===== src/core/pgio_pkg.sv =====
package pgio_pkg;

  // ----------------------------------------------------------------
  // register map
  // ----------------------------------------------------------------
  localparam logic [15:0] OFS_LEVELS   = 16'h5200;
  localparam logic [15:0] OFS_OUTVAL   = 16'h5201;
  localparam logic [15:0] OFS_DRIVE    = 16'h5202;
  localparam logic [15:0] OFS_PULLUP   = 16'h5203;
  localparam logic [15:0] OFS_IRQ_EN   = 16'h5205;
  localparam logic [15:0] OFS_EDGE_POL = 16'h5206;
  localparam logic [15:0] OFS_FLAGS    = 16'h5207;
  localparam logic [15:0] OFS_DEBOUNCE = 16'h5208;

  // ----------------------------------------------------------------
  // reset values and field layout
  // ----------------------------------------------------------------
  localparam logic [7:0] RST_OUTVAL   = 8'h00;
  localparam logic [7:0] RST_DRIVE    = 8'h00;
  localparam logic [7:0] RST_PULLUP   = 8'hff;
  localparam logic [7:0] RST_IRQ_EN   = 8'h00;
  localparam logic [7:0] RST_EDGE_POL = 8'h00;
  localparam logic [7:0] RST_FLAGS    = 8'h00;
  localparam logic [2:0] RST_DEB_CODE = 3'h0;
  localparam int         DEB_LO_POS   = 0;
  localparam int         DEB_HI_POS   = 4;

  // ----------------------------------------------------------------
  // filter timing, in peripheral clock periods
  // ----------------------------------------------------------------
  localparam int          DEB_BASE_PERIODS = 256;
  localparam int          DEB_CNT_W        = 15;
  localparam logic [2:0]  DEB_CODE_OFF     = 3'h0;

  // ----------------------------------------------------------------
  // carriers
  // ----------------------------------------------------------------
  typedef struct packed {
    logic [15:0] addr;
    logic [7:0]  wdata;
    logic        wr;
    logic        rd;
  } pgio_req_t;

  typedef struct packed {
    logic [7:0] out;
    logic [7:0] oe;
    logic [7:0] pu;
  } pgio_pad_t;

endpackage


===== src/core/pgio_port.sv =====
// Functional notes
// - read-only byte returns current level of each pin, 1 high
// - eight-bit output value register, reset zero, 1 drives high
// - per-pin drive enable, reset zero; pin driven only when set
// - per-pin pull-up enable, resets to all ones
// - per-pin interrupt enable, reset zero, lets flag request interrupt
// - per-pin edge polarity, reset zero; 1 falling, 0 rising
// - flag set on selected edge; write one clears, zero keeps
// - pins 7..4 filter, code 0 off, 1..7 give 256..16384 clocks
// - pins 3..0 independent filter, same codes, reset to off
module pgio_port #(
  parameter int DEB_BASE = pgio_pkg::DEB_BASE_PERIODS
) (
  // clock and reset
  input  wire logic               ref_clk,
  input  wire logic               rst_b,
  // register port
  input  wire pgio_pkg::pgio_req_t req,
  output logic [7:0]              rdata,
  // pads
  input  wire logic [7:0]         pad_in,
  output pgio_pkg::pgio_pad_t     pad,
  // interrupt
  output logic                    irq
);

  // ----------------------------------------------------------------
  // declarations
  // ----------------------------------------------------------------
  // filter counter width
  localparam int DEB_CNT_W = pgio_pkg::DEB_CNT_W;

  logic [7:0]           pin_out_bits;
  logic [7:0]           pin_drive_enable_bits;
  logic [7:0]           pin_pullup_bits;
  logic [7:0]           pin_irq_enable_bits;
  logic [7:0]           pin_edge_select_bits;
  logic [7:0]           pin_irq_flag_bits;
  logic [2:0]           upper_nibble_debounce_code;
  logic [2:0]           lower_nibble_debounce_code;
  logic [7:0]           sync1;
  logic [7:0]           pin_level_bits;
  logic [7:0]           raw_last;
  logic [7:0]           filt;
  logic [7:0]           filt_prev;
  logic [DEB_CNT_W-1:0] cnt_lo;
  logic [DEB_CNT_W-1:0] cnt_hi;
  logic [7:0]           next_rdata;
  logic [7:0]           next_flags;
  logic [7:0]           next_filt;
  logic [DEB_CNT_W-1:0] next_cnt_lo;
  logic [DEB_CNT_W-1:0] next_cnt_hi;

  // ----------------------------------------------------------------
  // helpers
  // ----------------------------------------------------------------
  // last count of a filter window for a code
  function automatic logic [DEB_CNT_W-1:0] deb_last(input logic [2:0] code);
    logic [DEB_CNT_W:0] span;
    span = (DEB_CNT_W+1)'(DEB_BASE) << (code - 3'h1);
    return DEB_CNT_W'(span - (DEB_CNT_W+1)'(1));
  endfunction

  // one nibble counter step: restart on change, hold at window end
  function automatic logic [DEB_CNT_W-1:0] deb_step(
    input logic [DEB_CNT_W-1:0] cnt,
    input logic                 moved,
    input logic [2:0]           code
  );
    logic [DEB_CNT_W-1:0] nxt;
    nxt = cnt;
    if (moved || code == pgio_pkg::DEB_CODE_OFF) begin
      nxt = '0;
    end else if (cnt != deb_last(code)) begin
      nxt = cnt + DEB_CNT_W'(1);
    end
    return nxt;
  endfunction

  // ----------------------------------------------------------------
  // address decode
  // ----------------------------------------------------------------
  // register selects
  wire sel_levels = req.addr == pgio_pkg::OFS_LEVELS;
  wire sel_outval = req.addr == pgio_pkg::OFS_OUTVAL;
  wire sel_drive  = req.addr == pgio_pkg::OFS_DRIVE;
  wire sel_pullup = req.addr == pgio_pkg::OFS_PULLUP;
  wire sel_irq_en = req.addr == pgio_pkg::OFS_IRQ_EN;
  wire sel_edge   = req.addr == pgio_pkg::OFS_EDGE_POL;
  wire sel_flags  = req.addr == pgio_pkg::OFS_FLAGS;
  wire sel_deb    = req.addr == pgio_pkg::OFS_DEBOUNCE;

  // write strobes per register
  wire wr_outval = req.wr && sel_outval;
  wire wr_drive  = req.wr && sel_drive;
  wire wr_pullup = req.wr && sel_pullup;
  wire wr_irq_en = req.wr && sel_irq_en;
  wire wr_edge   = req.wr && sel_edge;
  wire wr_deb    = req.wr && sel_deb;

  // filter code register image, reserved bits read zero
  wire [7:0] deb_reg = {1'b0, upper_nibble_debounce_code,
                        1'b0, lower_nibble_debounce_code};

  // read mux, unmapped reads zero
  always_comb begin
    next_rdata = 8'h00;
    if (req.rd) begin
      unique case (1'b1)
        sel_levels: next_rdata = pin_level_bits;
        sel_outval: next_rdata = pin_out_bits;
        sel_drive:  next_rdata = pin_drive_enable_bits;
        sel_pullup: next_rdata = pin_pullup_bits;
        sel_irq_en: next_rdata = pin_irq_enable_bits;
        sel_edge:   next_rdata = pin_edge_select_bits;
        sel_flags:  next_rdata = pin_irq_flag_bits;
        sel_deb:    next_rdata = deb_reg;
        default:    next_rdata = 8'h00;
      endcase
    end
  end

  // ----------------------------------------------------------------
  // pin input path
  // ----------------------------------------------------------------
  // first synchroniser stage, reset to the pulled-up idle level
  // so idle-high pins show no false rising edge after reset
  always_ff @(posedge ref_clk or negedge rst_b) begin
    if (!rst_b) begin
      sync1 <= pgio_pkg::RST_PULLUP;
    end else begin
      sync1 <= pad_in;
    end
  end

  // second synchroniser stage, the only reader of the first
  always_ff @(posedge ref_clk or negedge rst_b) begin
    if (!rst_b) begin
      pin_level_bits <= pgio_pkg::RST_PULLUP;
    end else begin
      pin_level_bits <= sync1;
    end
  end

  // level change seen within each nibble
  wire moved_lo = raw_last[3:0] != pin_level_bits[3:0];
  wire moved_hi = raw_last[7:4] != pin_level_bits[7:4];

  // filter off and window end per nibble
  wire off_lo   = lower_nibble_debounce_code == pgio_pkg::DEB_CODE_OFF;
  wire off_hi   = upper_nibble_debounce_code == pgio_pkg::DEB_CODE_OFF;
  wire done_lo  = cnt_lo == deb_last(lower_nibble_debounce_code);
  wire done_hi  = cnt_hi == deb_last(upper_nibble_debounce_code);

  // counter steps per nibble
  assign next_cnt_lo = deb_step(cnt_lo, moved_lo,
                                lower_nibble_debounce_code);
  assign next_cnt_hi = deb_step(cnt_hi, moved_hi,
                                upper_nibble_debounce_code);

  // filtered level: bypass when off, else accept after a quiet window
  always_comb begin
    next_filt = filt;
    if (off_lo || (done_lo && !moved_lo)) begin
      next_filt[3:0] = pin_level_bits[3:0];
    end
    if (off_hi || (done_hi && !moved_hi)) begin
      next_filt[7:4] = pin_level_bits[7:4];
    end
  end

  // nibble quiet-time counters
  always_ff @(posedge ref_clk or negedge rst_b) begin
    if (!rst_b) begin
      cnt_lo <= '0;
      cnt_hi <= '0;
    end else begin
      cnt_lo <= next_cnt_lo;
      cnt_hi <= next_cnt_hi;
    end
  end

  // level history, reset to the same idle level as the synchroniser
  always_ff @(posedge ref_clk or negedge rst_b) begin
    if (!rst_b) begin
      raw_last  <= pgio_pkg::RST_PULLUP;
      filt      <= pgio_pkg::RST_PULLUP;
      filt_prev <= pgio_pkg::RST_PULLUP;
    end else begin
      raw_last  <= pin_level_bits;
      filt      <= next_filt;
      filt_prev <= filt;
    end
  end

  // ----------------------------------------------------------------
  // edge detection and flags
  // ----------------------------------------------------------------
  // edges of the filtered level
  wire [7:0] rise = filt & ~filt_prev;
  wire [7:0] fall = ~filt & filt_prev;
  wire [7:0] edge_hit = (pin_edge_select_bits & fall)
                      | (~pin_edge_select_bits & rise);
  wire       flag_wr  = req.wr && sel_flags;

  // write one clears, a new edge in the same cycle wins
  always_comb begin
    next_flags = pin_irq_flag_bits;
    if (flag_wr) begin
      next_flags = pin_irq_flag_bits & ~req.wdata;
    end
    next_flags = next_flags | edge_hit;
  end

  // ----------------------------------------------------------------
  // software registers
  // ----------------------------------------------------------------
  // output values
  always_ff @(posedge ref_clk or negedge rst_b) begin
    if (!rst_b) begin
      pin_out_bits <= pgio_pkg::RST_OUTVAL;
    end else if (wr_outval) begin
      pin_out_bits <= req.wdata;
    end
  end

  // drive enables
  always_ff @(posedge ref_clk or negedge rst_b) begin
    if (!rst_b) begin
      pin_drive_enable_bits <= pgio_pkg::RST_DRIVE;
    end else if (wr_drive) begin
      pin_drive_enable_bits <= req.wdata;
    end
  end

  // pull-up enables
  always_ff @(posedge ref_clk or negedge rst_b) begin
    if (!rst_b) begin
      pin_pullup_bits <= pgio_pkg::RST_PULLUP;
    end else if (wr_pullup) begin
      pin_pullup_bits <= req.wdata;
    end
  end

  // interrupt enables
  always_ff @(posedge ref_clk or negedge rst_b) begin
    if (!rst_b) begin
      pin_irq_enable_bits <= pgio_pkg::RST_IRQ_EN;
    end else if (wr_irq_en) begin
      pin_irq_enable_bits <= req.wdata;
    end
  end

  // edge polarity
  always_ff @(posedge ref_clk or negedge rst_b) begin
    if (!rst_b) begin
      pin_edge_select_bits <= pgio_pkg::RST_EDGE_POL;
    end else if (wr_edge) begin
      pin_edge_select_bits <= req.wdata;
    end
  end

  // filter codes, reserved bits 7 and 3 dropped
  always_ff @(posedge ref_clk or negedge rst_b) begin
    if (!rst_b) begin
      upper_nibble_debounce_code <= pgio_pkg::RST_DEB_CODE;
      lower_nibble_debounce_code <= pgio_pkg::RST_DEB_CODE;
    end else if (wr_deb) begin
      upper_nibble_debounce_code <= req.wdata[pgio_pkg::DEB_HI_POS +: 3];
      lower_nibble_debounce_code <= req.wdata[pgio_pkg::DEB_LO_POS +: 3];
    end
  end

  // interrupt flags
  always_ff @(posedge ref_clk or negedge rst_b) begin
    if (!rst_b) begin
      pin_irq_flag_bits <= pgio_pkg::RST_FLAGS;
    end else begin
      pin_irq_flag_bits <= next_flags;
    end
  end

  // read data, one cycle after the read strobe
  always_ff @(posedge ref_clk or negedge rst_b) begin
    if (!rst_b) begin
      rdata <= 8'h00;
    end else begin
      rdata <= next_rdata;
    end
  end

  // ----------------------------------------------------------------
  // outputs
  // ----------------------------------------------------------------
  // pad controls straight from their registers
  assign pad = '{out: pin_out_bits,
                 oe:  pin_drive_enable_bits,
                 pu:  pin_pullup_bits};
  assign irq     = |(pin_irq_flag_bits & pin_irq_enable_bits);

endmodule // pgio_port


===== config.mk =====
export PLATFORM = sky130hd
export DESIGN_NAME = pgio_port
export DESIGN_NICKNAME = d
export VERILOG_FILES = /design/src/core/pgio_pkg.sv /design/src/core/pgio_port.sv
export SDC_FILE = /design/constraint.sdc
export NUM_CORES = 1
export LEC_CHECK = 0
export BUFFER_PORTS_ARGS = -buffer_cell sky130_fd_sc_hd__buf_2
export CORE_UTILIZATION = 50
export CTS_CLUSTER_DIAMETER = 50
export DETAILED_ROUTE_END_ITERATION = 6
export PLACE_DENSITY = 0.72
export SETUP_SLACK_MARGIN = 0.2
export SYNTH_ARGS = -nofsm -noshare
export SYNTH_HDL_FRONTEND = slang
export SYNTH_SLANG_ARGS = --single-unit

===== constraint.sdc =====
create_clock -name ref_clk -period 3.7 [get_ports ref_clk]
set_clock_uncertainty 0.05 [all_clocks]
set_input_delay 0.185 -clock ref_clk [delete_from_list [all_inputs] [get_ports ref_clk]]
set_output_delay 0.185 -clock ref_clk [all_outputs]
set_load 0.02 [all_outputs]

# After elaboration in Yosys (flattened, before gate mapping)
# Cells that the tools add are included.
[classes]
bitwise_logic = 12
shift = 2
n_eq_ne = 14
addsub = 6
muxes = 7
reduce_logical = 20
[op_table]
columns = ["op", "count"]
rows = [
  ["$eq 16x15->1 const B", 8],
  ["$pmux 8 s8", 1],
  ["$mux 15", 4],
  ["$and 8x8->8", 6],
  ["$not 8->8", 4],
  ["$add 15x1->15 const B", 2],
  ["$eq 15x15->1", 2],
  ["$ne 15x15->1", 2],
  ["$shl 9x3->15 const A", 2],
  ["$sub 15x1->15 const B", 2],
  ["$mux 8", 2],
  ["$or 8x8->8", 2],
  ["$logic_and 1x1->1", 9],
  ["$ne 4x4->1", 2],
  ["$reduce_or 8->1", 1],
  ["$logic_not 3->1", 2],
  ["$sub 3x1->3 const B", 2],
  ["$logic_or 1x1->1", 4],
  ["$reduce_bool 2->1", 2],
  ["$logic_not 1->1", 2],
]
[word_totals]
elab_cells = 78
output_inout_bits = 33
regBits = 132
in_bits = 36

# Longest topological paths before layout
# Gate-level depths: netlist (run 1).
[depth]
word_depth = 6
depth_mapped = 14

# Worst setup path before layout (run 1)
# Ideal clock, no wire load.
[synth_timing]
kind = "register -> register"
start = "register lower_nibble_debounce_code[2]"
end = "register cnt_lo[14]"
slack_ns = 0.709
setup_ns = 0.132
synth_period_minus_slack_ns = 2.991
arrival_time_ns = 2.809
path_stages_with_launch = 13
required_ns = 3.518
cell_sequence = "dfrtp_1 clkbuf_1 or3b_2 ha_1 buf_2 or2_0 a211oi_1 o21ai_1 a2111oi_4 buf_6 nor3_1 xnor2_1 nor2_1"
[synth_between]
elab_chain_len = 5
word_cells_on_any_way = 8
[synth_rtl]
columns = ["item", "line_no", "text"]
rows = [
  ["from (decl)", "pgio_port.sv:40", "logic [2:0] lower_nibble_debounce_code;"],
  ["from (signal assigned)", "pgio_port.sv:267", "lower_nibble_debounce_code <= pgio_pkg::RST_DEB_CODE;"],
  ["from (signal assigned)", "pgio_port.sv:270", "lower_nibble_debounce_code <= req.wdata[pgio_pkg::DEB_LO_POS +: 3];"],
  ["$sub 3x1->3", "pgio_port.sv:60", "span = (DEB_CNT_W+1)'(DEB_BASE) << (code - 3'h1);"],
  ["$shl 9x3->15", "pgio_port.sv:60", ""],
  ["$sub 15x1->15", "pgio_port.sv:61", "return DEB_CNT_W'(span - (DEB_CNT_W+1)'(1));"],
  ["$ne 15x15->1", "pgio_port.sv:74", "end else if (cnt != deb_last(code)) begin"],
  ["$reduce_bool 2->1 (no source line)", "--", ""],
  ["to (signal assigned)", "pgio_port.sv:178", "cnt_lo <= next_cnt_lo;"],
  ["to (decl)", "pgio_port.sv:46", "logic [DEB_CNT_W-1:0] cnt_lo;"],
]
# Several ways; a longest one is shown, not always the timed one.
# A chain may end at the register's enable or synchronous reset.

# Worst setup path in the final report (run 1)
[layout_timing]
start = "register upper_nibble_debounce_code[2]"
end = "register cnt_hi[1]"
[layout_between]
elab_chain_len = 5
word_cells_on_any_way = 8
[layout_rtl]
columns = ["item", "line_no", "text"]
rows = [
  ["from (decl)", "pgio_port.sv:39", "logic [2:0] upper_nibble_debounce_code;"],
  ["from (signal assigned)", "pgio_port.sv:266", "upper_nibble_debounce_code <= pgio_pkg::RST_DEB_CODE;"],
  ["from (signal assigned)", "pgio_port.sv:269", "upper_nibble_debounce_code <= req.wdata[pgio_pkg::DEB_HI_POS +: 3];"],
  ["$sub 3x1->3", "pgio_port.sv:60", ""],
  ["$shl 9x3->15", "pgio_port.sv:60", ""],
  ["$sub 15x1->15", "pgio_port.sv:61", ""],
  ["$ne 15x15->1", "pgio_port.sv:74", ""],
  ["$reduce_bool 2->1 (no source line)", "--", ""],
  ["to (signal assigned)", "pgio_port.sv:179", "cnt_hi <= next_cnt_hi;"],
  ["to (decl)", "pgio_port.sv:47", "logic [DEB_CNT_W-1:0] cnt_hi;"],
]
# Several ways; a longest one is shown, not always the timed one.

==> load_flow_metrics.sql, run 1 <==
INSERT INTO impl_metrics (metric_group, metric, value, unit) VALUES
('run_status', 'run_status', 'completed', ''),
('routing', 'drc_errors', '0', ''),
('routing', 'postRouteAntennaNets', '0', ''),
('yosys', 'synth-compound-area-share', '11.7', '%'),
('cells_and_area', 'areaGrowthSynthToFinish', '19.0', '%'),
('timing', 'fin_worst_hold_slack', '0.0432', 'ns'),
('grt', 'first_global_vias', '4893', ''),
('yosys', 'synth.lib_cells_used.distinct', '60', ''),
('yosys', 'synthesized_flop_and_latch_total', '132', ''),
('die', 'placeableCoreArea', '12200', 'µm²'),
('yosys', 'synthFlopType', 'sky130_fd_sc_hd__dfrtp_1', ''),
('power_and_ir_drop', 'p_switching', '0.717', 'mW'),
('die', 'dieWidth', '115', 'µm'),
('grt', 'pin_count_of_the_biggest_net_entering_global_routing', '133', ''),
('grt', 'grt_first_pass_wirelength', '24100', 'µm'),
('routing', 'route.detailed.vias_per_inst', '5.79', ''),
('grt', 'grtUsageMet3', '4.96', '%'),
('placed_design', 'dpl.hpwl', '9870', 'µm'),
('die', 'start_util', '52.2', '%'),
('power_and_ir_drop', 'static-leakage-power', '3.23', 'nW'),
('clocking', 'cts.htree.levels', '4', ''),
('cells_and_area', 'nFillCells', '1000', ''),
('die', 'num_rows', '40', ''),
('yosys', 'post_synth_arst_share', '100', '%'),
('yosys', 'average_cell_area_after_synthesis', '10.9', 'µm²'),
('yosys', 'synthesis.area', '6380', 'µm²'),
('timing', 'setup_violations', '0', ''),
('routing', 'drt_first_iter_violations', '199', ''),
('cells_and_area', 'fin_util', '62.1', '%'),
('clocking', 'clkTransAtPathRegs', '0.06', 'ns'),
('die', 'floorplan.die_area', '13200', 'µm²'),
('setup_path', 'path_max_fanout', '22', ''),
('timing', 'setup-tns-final', '0', 'ns'),
('timing', 'rsz_0062_raised_after_global_routing', 'false', ''),
('setup_path', 'crit_path_max_incr_delay', '0.66', 'ns'),
('power_and_ir_drop', 'internal_power', '2.78', 'mW'),
('timing', 'final_critical_path_setup_slack', '0.561', 'ns'),
('routing', 'vias', '4856', ''),
('yosys', 'area_share_of_the_largest_cell_type_after_synthesis', '33.0', '%'),
('clocking', 'tritoncts.num_buffers', '17', ''),
('timing', 'measured_slew_at_the_worst_slew_check_pin', '0.994', 'ns'),
('job', 'cap_violations', '0', ''),
('placed_design', 'worst_setup_timing_slack_at_the_placement_stage', '0.606', 'ns'),
('timing', 'period_share', '84.8', '%'),
('timing', 'final_period_minus_worst_setup_slack', '3.14', 'ns'),
('clocking', 'clock_sinks', '132', ''),
('setup_path', 'cp-end-kind', 'flip-flop', ''),
('clocking', 'clock-root-buffer', 'sky130_fd_sc_hd__clkbuf_16', ''),
('grt', 'globalRoute.busiestLayer', 'met2', ''),
('cells_and_area', 'layout.area.seq', '3360', 'µm²'),
('timing', 'slew_violations', '0', ''),
('placed_design', 'gp_congestion', '0.884', ''),
('cells_and_area', 'multi_input_area', '2870', 'µm²'),
('yosys', 'count_of_flip_flops_with_a_built_in_enable_after_synthesis', '0', ''),
('yosys', 'synth_top_area_cell', 'sky130_fd_sc_hd__dfrtp_1', ''),
('power_and_ir_drop', 'peak_supply_drop', '0.289', 'mV'),
('setup_path', 'critical-path-slowest-cell', 'sky130_fd_sc_hd__and4b_1', ''),
('placed_design', 'placement.io_buffers', '68', ''),
('setup_path', 'critPathRequiredTime', '3.93', 'ns'),
('setup_path', 'cp-start-kind', 'flip-flop', ''),
('timing', 'timing_hold_violations_final', '0', ''),
('cells_and_area', 'layout-drive-gt1-share', '32.6', '%'),
('die', 'top_level_ports', '69', ''),
('routing', 'drt_first_pass_iters', '5', ''),
('grt', 'grt-ovfl-total', '0', ''),
('cells_and_area', 'layout.nets', '698', ''),
('setup_path', 'cp_data_arrival_time', '3.37', 'ns'),
('yosys', 'synth.cells.most_frequent', '84 x sky130_fd_sc_hd__dfrtp_1, 58 x sky130_fd_sc_hd__nor2_1, 55 x sky130_fd_sc_hd__mux2_2', ''),
('yosys', 'synth_mux_area_share', '12.4', '%'),
('yosys', 'synth_top_family_by_area', 'simple AND/OR/NAND/NOR gates', ''),
('power_and_ir_drop', 'clock_power_share', '53.6', '%');
==> final timing paths <==
| path | start | to | depth (start not counted) |
|---|---|---|---|
| max in group asynchronous | rst_b | pin_drive_enable_bits[6] | 3 |
| min in group asynchronous | rst_b | pin_drive_enable_bits[1] | 3 |
| setup / recovery | upper_nibble_debounce_code[2] | cnt_hi[1] | 10 |
| hold reg to reg | sync1[5] | pin_level_bits[5] | 0 |
| hold / removal | req[5] | pin_drive_enable_bits[3] | 2 |
| setup reg to reg | upper_nibble_debounce_code[2] | cnt_hi[1] | 10 |
==> power groups by stage <==
| stage | sequential, mW | clock [mW] | combinational (mW) |
|---|---|---|---|
| after global routing | 1.51 | 1.96 | 0.132 |
| final | 1.50 | 1.87 | 0.119 |
| after detailed placement | 1.53 | 0 | 0.113 |
| after CTS | 1.50 | 1.90 | 0.121 |
| after global placement | 1.53 | 0 | 0.109 |
| after floorplan | 1.52 | 0 | 0.0433 |
==> final cells by class <==
cell class              instances  area share, %
repair buffers                 79           6.07
clock inverters                12           2.64
multi-input cells             423           37.8
inverters                       5          0.247
well taps                     168           2.77
clock buffers                  20           6.15
flip-flops and latches        132           44.3
==> per-layer routing <==
metal | vias up | share of wire, %
li1 | 2263 | -
met3 | 21 | 4.3
met4 | 0 | 1.7
met1 | 2431 | 44
met2 | 141 | 50
met5 | - | 0
==> kinds of logic after synthesis <==
group	Yosys count
multiplexers	72
AND/OR/NAND/NOR	203
XOR/XNOR	27
adder cells (fa/ha/maj)	4
buffers and inverters	29
flip-flops	132
AO/OA/AOI/OAI	117
==> through the flow <==
step | instance area, µm² | power (mW) | cells
global route | 7590 | 3.59 | 839
finish | 7590 | 3.50 | 839
CTS | 7590 | 3.52 | 839
floorplan | 6380 | 1.56 | 584
global placement | 6830 | 1.64 | 798
detailed placement | 6830 | 1.64 | 798
==> timing repair <==
item,4_1_cts,5_1_grt
buffers inserted,0,0
gates resized for setup,0,0
hold endpoints to repair,92,0
setup endpoints to repair,0,0
hold buffers,9,0
==> cell usage in the layout (no fill, tap or decap), drive strengths merged, types with 4 or more instances in the layout <==
cell	Yosys	layout
dfrtp	84	84
buf	13	70
nor2	58	58
mux2	55	55
nand2	51	51
dfstp	48	48
a21oi	33	33
o21ai	31	31
xnor2	21	21
clkbuf	11	20
or3	18	18
mux2i	17	17
nand3	16	16
nand4	12	12
a31oi	10	10
nor3	10	10
dlygate4sd3	0	9
a21o	8	8
and3	7	7
o22ai	7	7
a221oi	6	6
xor2	6	6
bufinv	0	5
inv	4	5
nor3b	5	5
a22oi	4	4
a211oi	4	4
ha	4	4
clkinv	1	4
No activity file was read; power rests on OpenSTA's default activity.
==> inputs of run 2 (changes only) <==
--- a/config.mk
+++ b/config.mk
@@ -9,7 +9,7 @@
 export CORE_UTILIZATION = 50
 export CTS_CLUSTER_DIAMETER = 50
 export DETAILED_ROUTE_END_ITERATION = 6
-export PLACE_DENSITY = 0.72
+export PLACE_DENSITY = 0.74
 export SETUP_SLACK_MARGIN = 0.2
 export SYNTH_ARGS = -nofsm -noshare
 export SYNTH_HDL_FRONTEND = slang
==> constraint.sdc (replaced) <==
create_clock -name ref_clk -period 2.7 [get_ports ref_clk]
set_clock_uncertainty 0.05 [all_clocks]
set_input_delay 0.135 -clock ref_clk [delete_from_list [all_inputs] [get_ports ref_clk]]
set_output_delay 0.135 -clock ref_clk [all_outputs]
set_load 0.02 [all_outputs]
==> run 2 against run 1 <==
Total power up 29%; first-iteration DRC count is 60% higher; non-clock buffer count up 36; clock power is 22% higher; combinational power rose by 48%; register-to-register slack got worse by 0.53 ns; cell count increased by 4.3%; fmax rose by 18%; critical path type unchanged; worst hold slack got worse by 0.011 ns.
==> load_flow_metrics.sql, run 2 (synthesis results as in run 1) <==
INSERT INTO impl_metrics (metric_group, metric, value, unit) VALUES
('run_status', 'run_status', 'completed', ''),
('placed_design', 'gp_congestion', '0.889', ''),
('clocking', 'clkTransAtPathRegs', '0.06', 'ns'),
('timing', 'timing_hold_violations_final', '0', ''),
('routing', 'postRouteWirelength', '15700', 'µm'),
('routing', 'postRouteAntennaNets', '0', ''),
('timing', 'timing.fmax', '375', 'MHz'),
('die', 'top_level_ports', '69', ''),
('clocking', 'clkLatencyLatePin', '0.41', 'ns'),
('cells_and_area', 'final_common_cell', 'sky130_fd_sc_hd__dfrtp_1', ''),
('setup_path', 'critPathRequiredTime', '2.99', 'ns'),
('timing', 'period_share', '98.8', '%'),
('timing', 'slew_violations', '0', ''),
('cells_and_area', 'layout.area.seq', '3370', 'µm²'),
('die', 'placeableCoreArea', '12200', 'µm²'),
('placed_design', 'placement.io_buffers', '68', ''),
('cells_and_area', 'nFillCells', '888', ''),
('die', 'dieHeight', '115', 'µm'),
('timing', 'final_period_minus_worst_setup_slack', '2.67', 'ns'),
('placed_design', 'worst_setup_timing_slack_at_the_placement_stage', '-0.0101', 'ns'),
('routing', 'route.detailed.vias_per_inst', '5.84', ''),
('clocking', 'clock-root-buffer', 'sky130_fd_sc_hd__clkbuf_16', ''),
('timing', 'setup-tns-final', '0', 'ns'),
('die', 'num_rows', '40', ''),
('die', 'floorplan.die_area', '13200', 'µm²'),
('timing', 'slew-limit-headroom', '48.6', '%'),
('setup_path', 'cp_data_arrival_time', '2.95', 'ns'),
('min_path', 'worst_hold_path_class', 'in2reg', ''),
('clocking', 'clock_sinks', '132', ''),
('routing', 'drt_first_iter_violations', '318', ''),
('setup_path', 'crit_path_max_incr_delay', '0.43', 'ns'),
('setup_path', 'worstSetupPathType', 'reg2reg', ''),
('setup_path', 'critical-path-slowest-cell', 'sky130_fd_sc_hd__or3b_4', ''),
('routing', 'drc_errors', '0', ''),
('setup_path', 'cpLargestDelayFamily', 'simple AND/OR/NAND/NOR gates', ''),
('setup_path', 'cp-start-kind', 'flip-flop', ''),
('timing', 'final_critical_path_setup_slack', '0.0334', 'ns'),
('cells_and_area', 'areaGrowthSynthToFinish', '26.1', '%'),
('clocking', 'cts.htree.levels', '4', ''),
('placed_design', 'dpl.hpwl', '10300', 'µm'),
('cells_and_area', 'mostFrequentLayoutCells', '81 x sky130_fd_sc_hd__dfrtp_1, 67 x sky130_fd_sc_hd__buf_2, 56 x sky130_fd_sc_hd__nor2_1', ''),
('setup_path', 'setup.reg_to_reg.worst_slack', '0.03', 'ns'),
('cells_and_area', 'diodes', '0', ''),
('cells_and_area', 'multi_input_area', '3100', 'µm²'),
('cells_and_area', 'fin_util', '65.9', '%'),
('grt', 'grt_first_pass_wirelength', '25200', 'µm'),
('grt', 'pin_count_of_the_biggest_net_entering_global_routing', '64', ''),
('clocking', 'tritoncts', 'done', ''),
('power_and_ir_drop', 'power_density', '562', 'nW/µm²'),
('job', 'cap_violations', '0', ''),
('timing', 'measured_slew_at_the_worst_slew_check_pin', '0.768', 'ns'),
('timing', 'setup_violations', '0', ''),
('routing', 'post_drt_wl_per_cell', '17.9', 'µm'),
('cells_and_area', 'layout-drive-gt1-share', '40.7', '%'),
('grt', 'track_usage', '24.9', '%'),
('cells_and_area', 'reg.largest.list', 'cnt_hi x15, cnt_lo x15', ''),
('timing', 'rsz_0062_raised_after_global_routing', 'true', ''),
('clocking', 'tritoncts.num_buffers', '17', ''),
('cells_and_area', 'layout.nets', '734', ''),
('grt', 'grt-ovfl-total', '0', ''),
('clocking', 'clock_path_buffers', '2', ''),
('power_and_ir_drop', 'total_power', '4.52', 'mW'),
('setup_path', 'cp-end-kind', 'flip-flop', ''),
('grt', 'first_global_vias', '5104', ''),
('setup_path', 'path_max_fanout', '6', ''),
('die', 'start_util', '52.2', '%'),
('power_and_ir_drop', 'static-leakage-power', '3.46', 'nW'),
('setup_path', 'timing.critical_path.cells', 'or3b_4, ha_4, buf_6, nor3b_4, o22ai_2, xnor2_2, nor3_2, nand3_2, o21bai_4, mux2_4', ''),
('grt', 'antenna_found_initial', '0', ''),
('power_and_ir_drop', 'peak_supply_drop', '0.359', 'mV'),
('routing', 'drt_first_pass_iters', '5', ''),
('setup_path', 'critPathBufInv', '1', ''),
('die', 'dieWidth', '115', 'µm'),
('routing', 'vias', '5108', '');
run 2: layout make-up:
class                           instances  share of cell area, %
Sequential cell                       132                   41.8
Multi-Input combinational cell        423                   38.5
Timing Repair Buffer                  115                   9.49
Clock buffer                           21                   5.72
Tap cell                              168                   2.61
Clock inverter                         11                   1.57
Inverter                                5                  0.233
run 2: metrics by stage:
stage | cell area, µm² | hold WS (ns) | instances
final | 8050 | 0.0319 | 875
after global routing | 8050 | 0.0255 | 875
after CTS | 7900 | 0.0221 | 870
after detailed placement | 7070 | 0.0454 | 820
after global placement | 7070 | 0.0329 | 820
after floorplan | 6480 | -0.211 | 584
run 2: routing by layer:
| layer | global-route usage (%) | vias to the layer above | routed length, µm |
|---|---|---|---|
| li1 | - | 2331 | - |
| met1 | 32.0 | 2565 | 6910 |
| met2 | 41.0 | 171 | 7720 |
| met3 | 5.17 | 41 | 645 |
| met4 | 10.5 | 0 | 418 |
| met5 | 0 | - | 0 |
run 2: final timing paths:
path | start | to | cells past startpoint
hold reg to reg | sync1[3] | pin_level_bits[3] | 0
hold / removal | req[3] | pin_pullup_bits[1] | 2
max in group asynchronous | rst_b | raw_last[5] | 3
setup / recovery | lower_nibble_debounce_code[1] | filt[2] | 10
min in group asynchronous | rst_b | pin_drive_enable_bits[6] | 2
setup reg to reg | lower_nibble_debounce_code[1] | filt[2] | 10
run 2: repair_timing:
| item | in CTS | in global routing |
|---|---|---|
| hold endpoints to repair | 47 | 0 |
| gates cloned | 0 | 0 |
| hold buffers | 11 | 0 |
| pin swaps | 7 | 23 |
| gates resized for setup | 21 | 27 |
| endpoints found under the setup margin | 28 | 35 |
| buffers inserted | 7 | 5 |
run 2: report_power, final:
part,internal [mW],total [mW],switching (mW)
combinational,0.0699,0.176,0.106
sequential,2.04,2.06,0.0262
clock,1.41,2.28,0.873
total,3.52,4.52,1.00
==> inputs of run 3 (changes only) <==
--- a/config.mk
+++ b/config.mk
@@ -6,10 +6,11 @@
 export NUM_CORES = 1
 export LEC_CHECK = 0
 export BUFFER_PORTS_ARGS = -buffer_cell sky130_fd_sc_hd__buf_2
-export CORE_UTILIZATION = 50
+export CORE_UTILIZATION = 40
 export CTS_CLUSTER_DIAMETER = 50
 export DETAILED_ROUTE_END_ITERATION = 6
-export PLACE_DENSITY = 0.74
+export GPL_ROUTABILITY_DRIVEN = 0
+export PLACE_DENSITY = 0.62
 export SETUP_SLACK_MARGIN = 0.2
 export SYNTH_ARGS = -nofsm -noshare
 export SYNTH_HDL_FRONTEND = slang
==> run 3 against run 2 <==
Global-route usage is 4.6 points lower; largest cell class unchanged; sequential power hardly changed; sequential share of layout area is 0.73 points lower; critical endpoint is now cnt_lo[11]; sequential cell count stayed put; the run now ends with negative setup slack left; worst hold slack worse by 0.016 ns.
==> load_flow_metrics.sql, run 3 (synthesis results as in run 1) <==
INSERT INTO impl_metrics (metric_group, metric, value, unit) VALUES
('setup_path', 'setup.reg_to_reg.worst_slack', '-0.08', 'ns'),
('run_status', 'violations', 'negative setup slack', ''),
('clocking', 'cts.htree.levels', '4', ''),
('cells_and_area', 'areaGrowthSynthToFinish', '28.4', '%'),
('setup_path', 'worstSetupPathType', 'reg2reg', ''),
('cells_and_area', 'final_common_cell', 'sky130_fd_sc_hd__dfrtp_1', ''),
('cells_and_area', 'nFillCells', '1320', ''),
('min_path', 'holdPathEnd', 'pin_out_bits[5]', ''),
('grt', 'grt_first_pass_wirelength', '25300', 'µm'),
('grt', 'pin_count_of_the_biggest_net_entering_global_routing', '64', ''),
('setup_path', 'worst_reg2reg_endpoint', 'cnt_lo[11]', ''),
('grt', 'grtUsageMet1', '25.9', '%'),
('run_status', 'run_status', 'complete, but fails checks', ''),
('routing', 'route.detailed.vias_per_inst', '5.36', ''),
('grt', 'grt-ovfl-total', '0', ''),
('cells_and_area', 'layout-drive-gt1-share', '40.1', '%'),
('min_path', 'worst_hold_path_class', 'in2reg', ''),
('timing', 'final_period_minus_worst_setup_slack', '2.78', 'ns'),
('power_and_ir_drop', 'clock_power_share', '52.5', '%'),
('grt', 'first_global_vias', '4962', ''),
('routing', 'drt_first_pass_iters', '5', ''),
('clocking', 'clock_path_buffers', '2', ''),
('routing', 'vias', '4938', ''),
('timing', 'measured_slew_at_the_worst_slew_check_pin', '0.811', 'ns'),
('setup_path', 'worst_r2r_path_depth', '11', ''),
('routing', 'postRouteAntennaNets', '0', ''),
('placed_design', 'worst_setup_timing_slack_at_the_placement_stage', '-0.0424', 'ns'),
('timing', 'slew-limit-headroom', '45.9', '%'),
('setup_path', 'cp-end-kind', 'flip-flop', ''),
('power_and_ir_drop', 'p_switching', '0.988', 'mW'),
('die', 'floorplan.die_area', '16500', 'µm²'),
('clocking', 'tritoncts.num_buffers', '17', ''),
('clocking', 'clkLatencyLatePin', '0.42', 'ns'),
('power_and_ir_drop', 'share_comb_of_total_power', '3.8', '%'),
('min_path', 'min-delay-start', 'req[7]', ''),
('power_and_ir_drop', 'internal_power', '3.72', 'mW'),
('power_and_ir_drop', 'power_density', '575', 'nW/µm²'),
('placed_design', 'dpl.hpwl', '10700', 'µm'),
('timing', 'rsz_0062_raised_after_global_routing', 'true', ''),
('grt', 'antenna_found_initial', '0', ''),
('power_and_ir_drop', 'peak_supply_drop', '0.362', 'mV'),
('die', 'placeableCoreArea', '15400', 'µm²'),
('routing', 'postRouteWirelength', '15900', 'µm'),
('clocking', 'clkTransAtPathRegs', '0.06', 'ns'),
('timing', 'setup_violations', '9', ''),
('grt', 'globalRouteMet2Util', '33.0', '%'),
('timing', 'timing.fmax', '360', 'MHz'),
('setup_path', 'r2r_start', 'lower_nibble_debounce_code[1]', ''),
('die', 'top_level_ports', '69', ''),
('die', 'start_util', '41.5', '%'),
('timing', 'timing_hold_violations_final', '0', ''),
('placed_design', 'placement.io_buffers', '68', ''),
('cells_and_area', 'diodes', '0', ''),
('clocking', 'clock-root-buffer', 'sky130_fd_sc_hd__clkbuf_16', ''),
('grt', 'globalRoute.busiestLayer', 'met2', ''),
('clocking', 'clock_sinks', '132', ''),
('cells_and_area', 'reg.largest.list', 'cnt_hi x15, cnt_lo x15', ''),
('power_and_ir_drop', 'seqPwrFrac', '43.8', '%'),
('timing', 'final_critical_path_setup_slack', '-0.0775', 'ns'),
('setup_path', 'critPathRequiredTime', '2.94', 'ns'),
('power_and_ir_drop', 'static-leakage-power', '3.53', 'nW'),
('grt', 'grtUsageMet3', '4.42', '%'),
('setup_path', 'path_max_fanout', '9', ''),
('timing', 'fin_worst_hold_slack', '0.0154', 'ns'),
('setup_path', 'cp_data_arrival_time', '3.02', 'ns'),
('die', 'dieHeight', '128', 'µm'),
('setup_path', 'cp-start-kind', 'flip-flop', ''),
('routing', 'post_drt_wl_per_cell', '17.2', 'µm'),
('die', 'dieWidth', '128', 'µm'),
('power_and_ir_drop', 'swShare', '21.0', '%'),
('routing', 'drc_errors', '0', ''),
('min_path', 'worst_hold_path.num_cells', '2', ''),
('cells_and_area', 'mostFrequentLayoutCells', '81 x sky130_fd_sc_hd__dfrtp_1, 67 x sky130_fd_sc_hd__buf_2, 57 x sky130_fd_sc_hd__nor2_1', ''),
('clocking', 'tritoncts', 'done', ''),
('timing', 'period_share', '103', '%'),
('timing', 'slew_violations', '0', ''),
('grt', 'track_usage', '20.3', '%'),
('routing', 'drt_first_iter_violations', '202', ''),
('cells_and_area', 'layout.nets', '738', ''),
('die', 'num_rows', '45', ''),
('job', 'cap_violations', '0', '');
## run 3: worst max-delay path by stage
stage                                              from         end  slack (ns)  cells past startpoint
final                     lower_nibble_debounce_code[1]  cnt_lo[11]       -0.08                     11
after global routing      lower_nibble_debounce_code[1]   cnt_lo[9]       -0.16                     11
after CTS                 lower_nibble_debounce_code[1]  cnt_lo[10]        0.02                     10
after detailed placement  lower_nibble_debounce_code[2]  cnt_lo[12]       -0.04                      9
after global placement    lower_nibble_debounce_code[2]   cnt_lo[9]        0.07                     10
after floorplan           lower_nibble_debounce_code[0]  cnt_lo[14]       -0.16                     12
## run 3: layer usage
| metal | routed length (µm) | share of wire [%] |
|---|---|---|
| met3 | 506 | 3.2 |
| met5 | 0 | 0 |
| met1 | 7150 | 45 |
| met2 | 7950 | 50 |
| met4 | 282 | 1.8 |
## run 3: metrics by stage
step | setup TNS (ns) | cells | instance area (µm²) | total power, mW | utilization (%)
after floorplan | -1.04 | 584 | 6480 | 2.15 | -
after global placement | 0 | 864 | 7130 | 2.25 | 46.4
after detailed placement | -0.106 | 864 | 7130 | 2.26 | 46.4
after CTS | 0 | 913 | 8060 | 4.76 | 52.4
after global routing | -1.51 | 922 | 8190 | 4.86 | 53.3
final | -0.367 | 922 | 8190 | 4.71 | 53.3
## run 3: repair_timing
action	in CTS	in global routing
hold endpoints to repair	51	0
gates resized for setup	26	19
cloned	2	0
hold buffers	11	0
buffers inserted	4	9
pin swaps	19	16
setup endpoints to repair	23	33
## run 3: final cells by class
cell class / instances / area [µm²] / area share [%]
clock buffer: 22 / 507 / 6.19
clock inverter: 10 / 141 / 1.73
inverter: 5 / 18.8 / 0.229
multi-input combinational: 423 / 3080 / 37.6
sequential: 132 / 3370 / 41.1
tap: 211 / 264 / 3.22
timing repair buffer: 119 / 811 / 9.90
## run 3: worst max-delay path, stage by stage, from the launching register on
cell and delay (ns):
sky130_fd_sc_hd__dfrtp_1 0.39, sky130_fd_sc_hd__or3b_4 0.43, sky130_fd_sc_hd__ha_4 0.21, sky130_fd_sc_hd__or2_4 0.24, sky130_fd_sc_hd__a211oi_2 0.23, sky130_fd_sc_hd__o21ai_2 0.11
sky130_fd_sc_hd__a2111oi_4 0.43, sky130_fd_sc_hd__buf_4 0.19, sky130_fd_sc_hd__buf_12 0.12, sky130_fd_sc_hd__nor3b_1 0.06, sky130_fd_sc_hd__xnor2_1 0.15, sky130_fd_sc_hd__nor2_1 0.05
## run 3: power by group through the flow
stage	Clock [mW]	Combinational (mW)	Sequential, mW
finish	2.47	0.178	2.06
global route	2.60	0.196	2.06
CTS	2.52	0.179	2.06
detailed placement	0	0.163	2.09
global placement	0	0.159	2.09
floorplan	0	0.0614	2.08
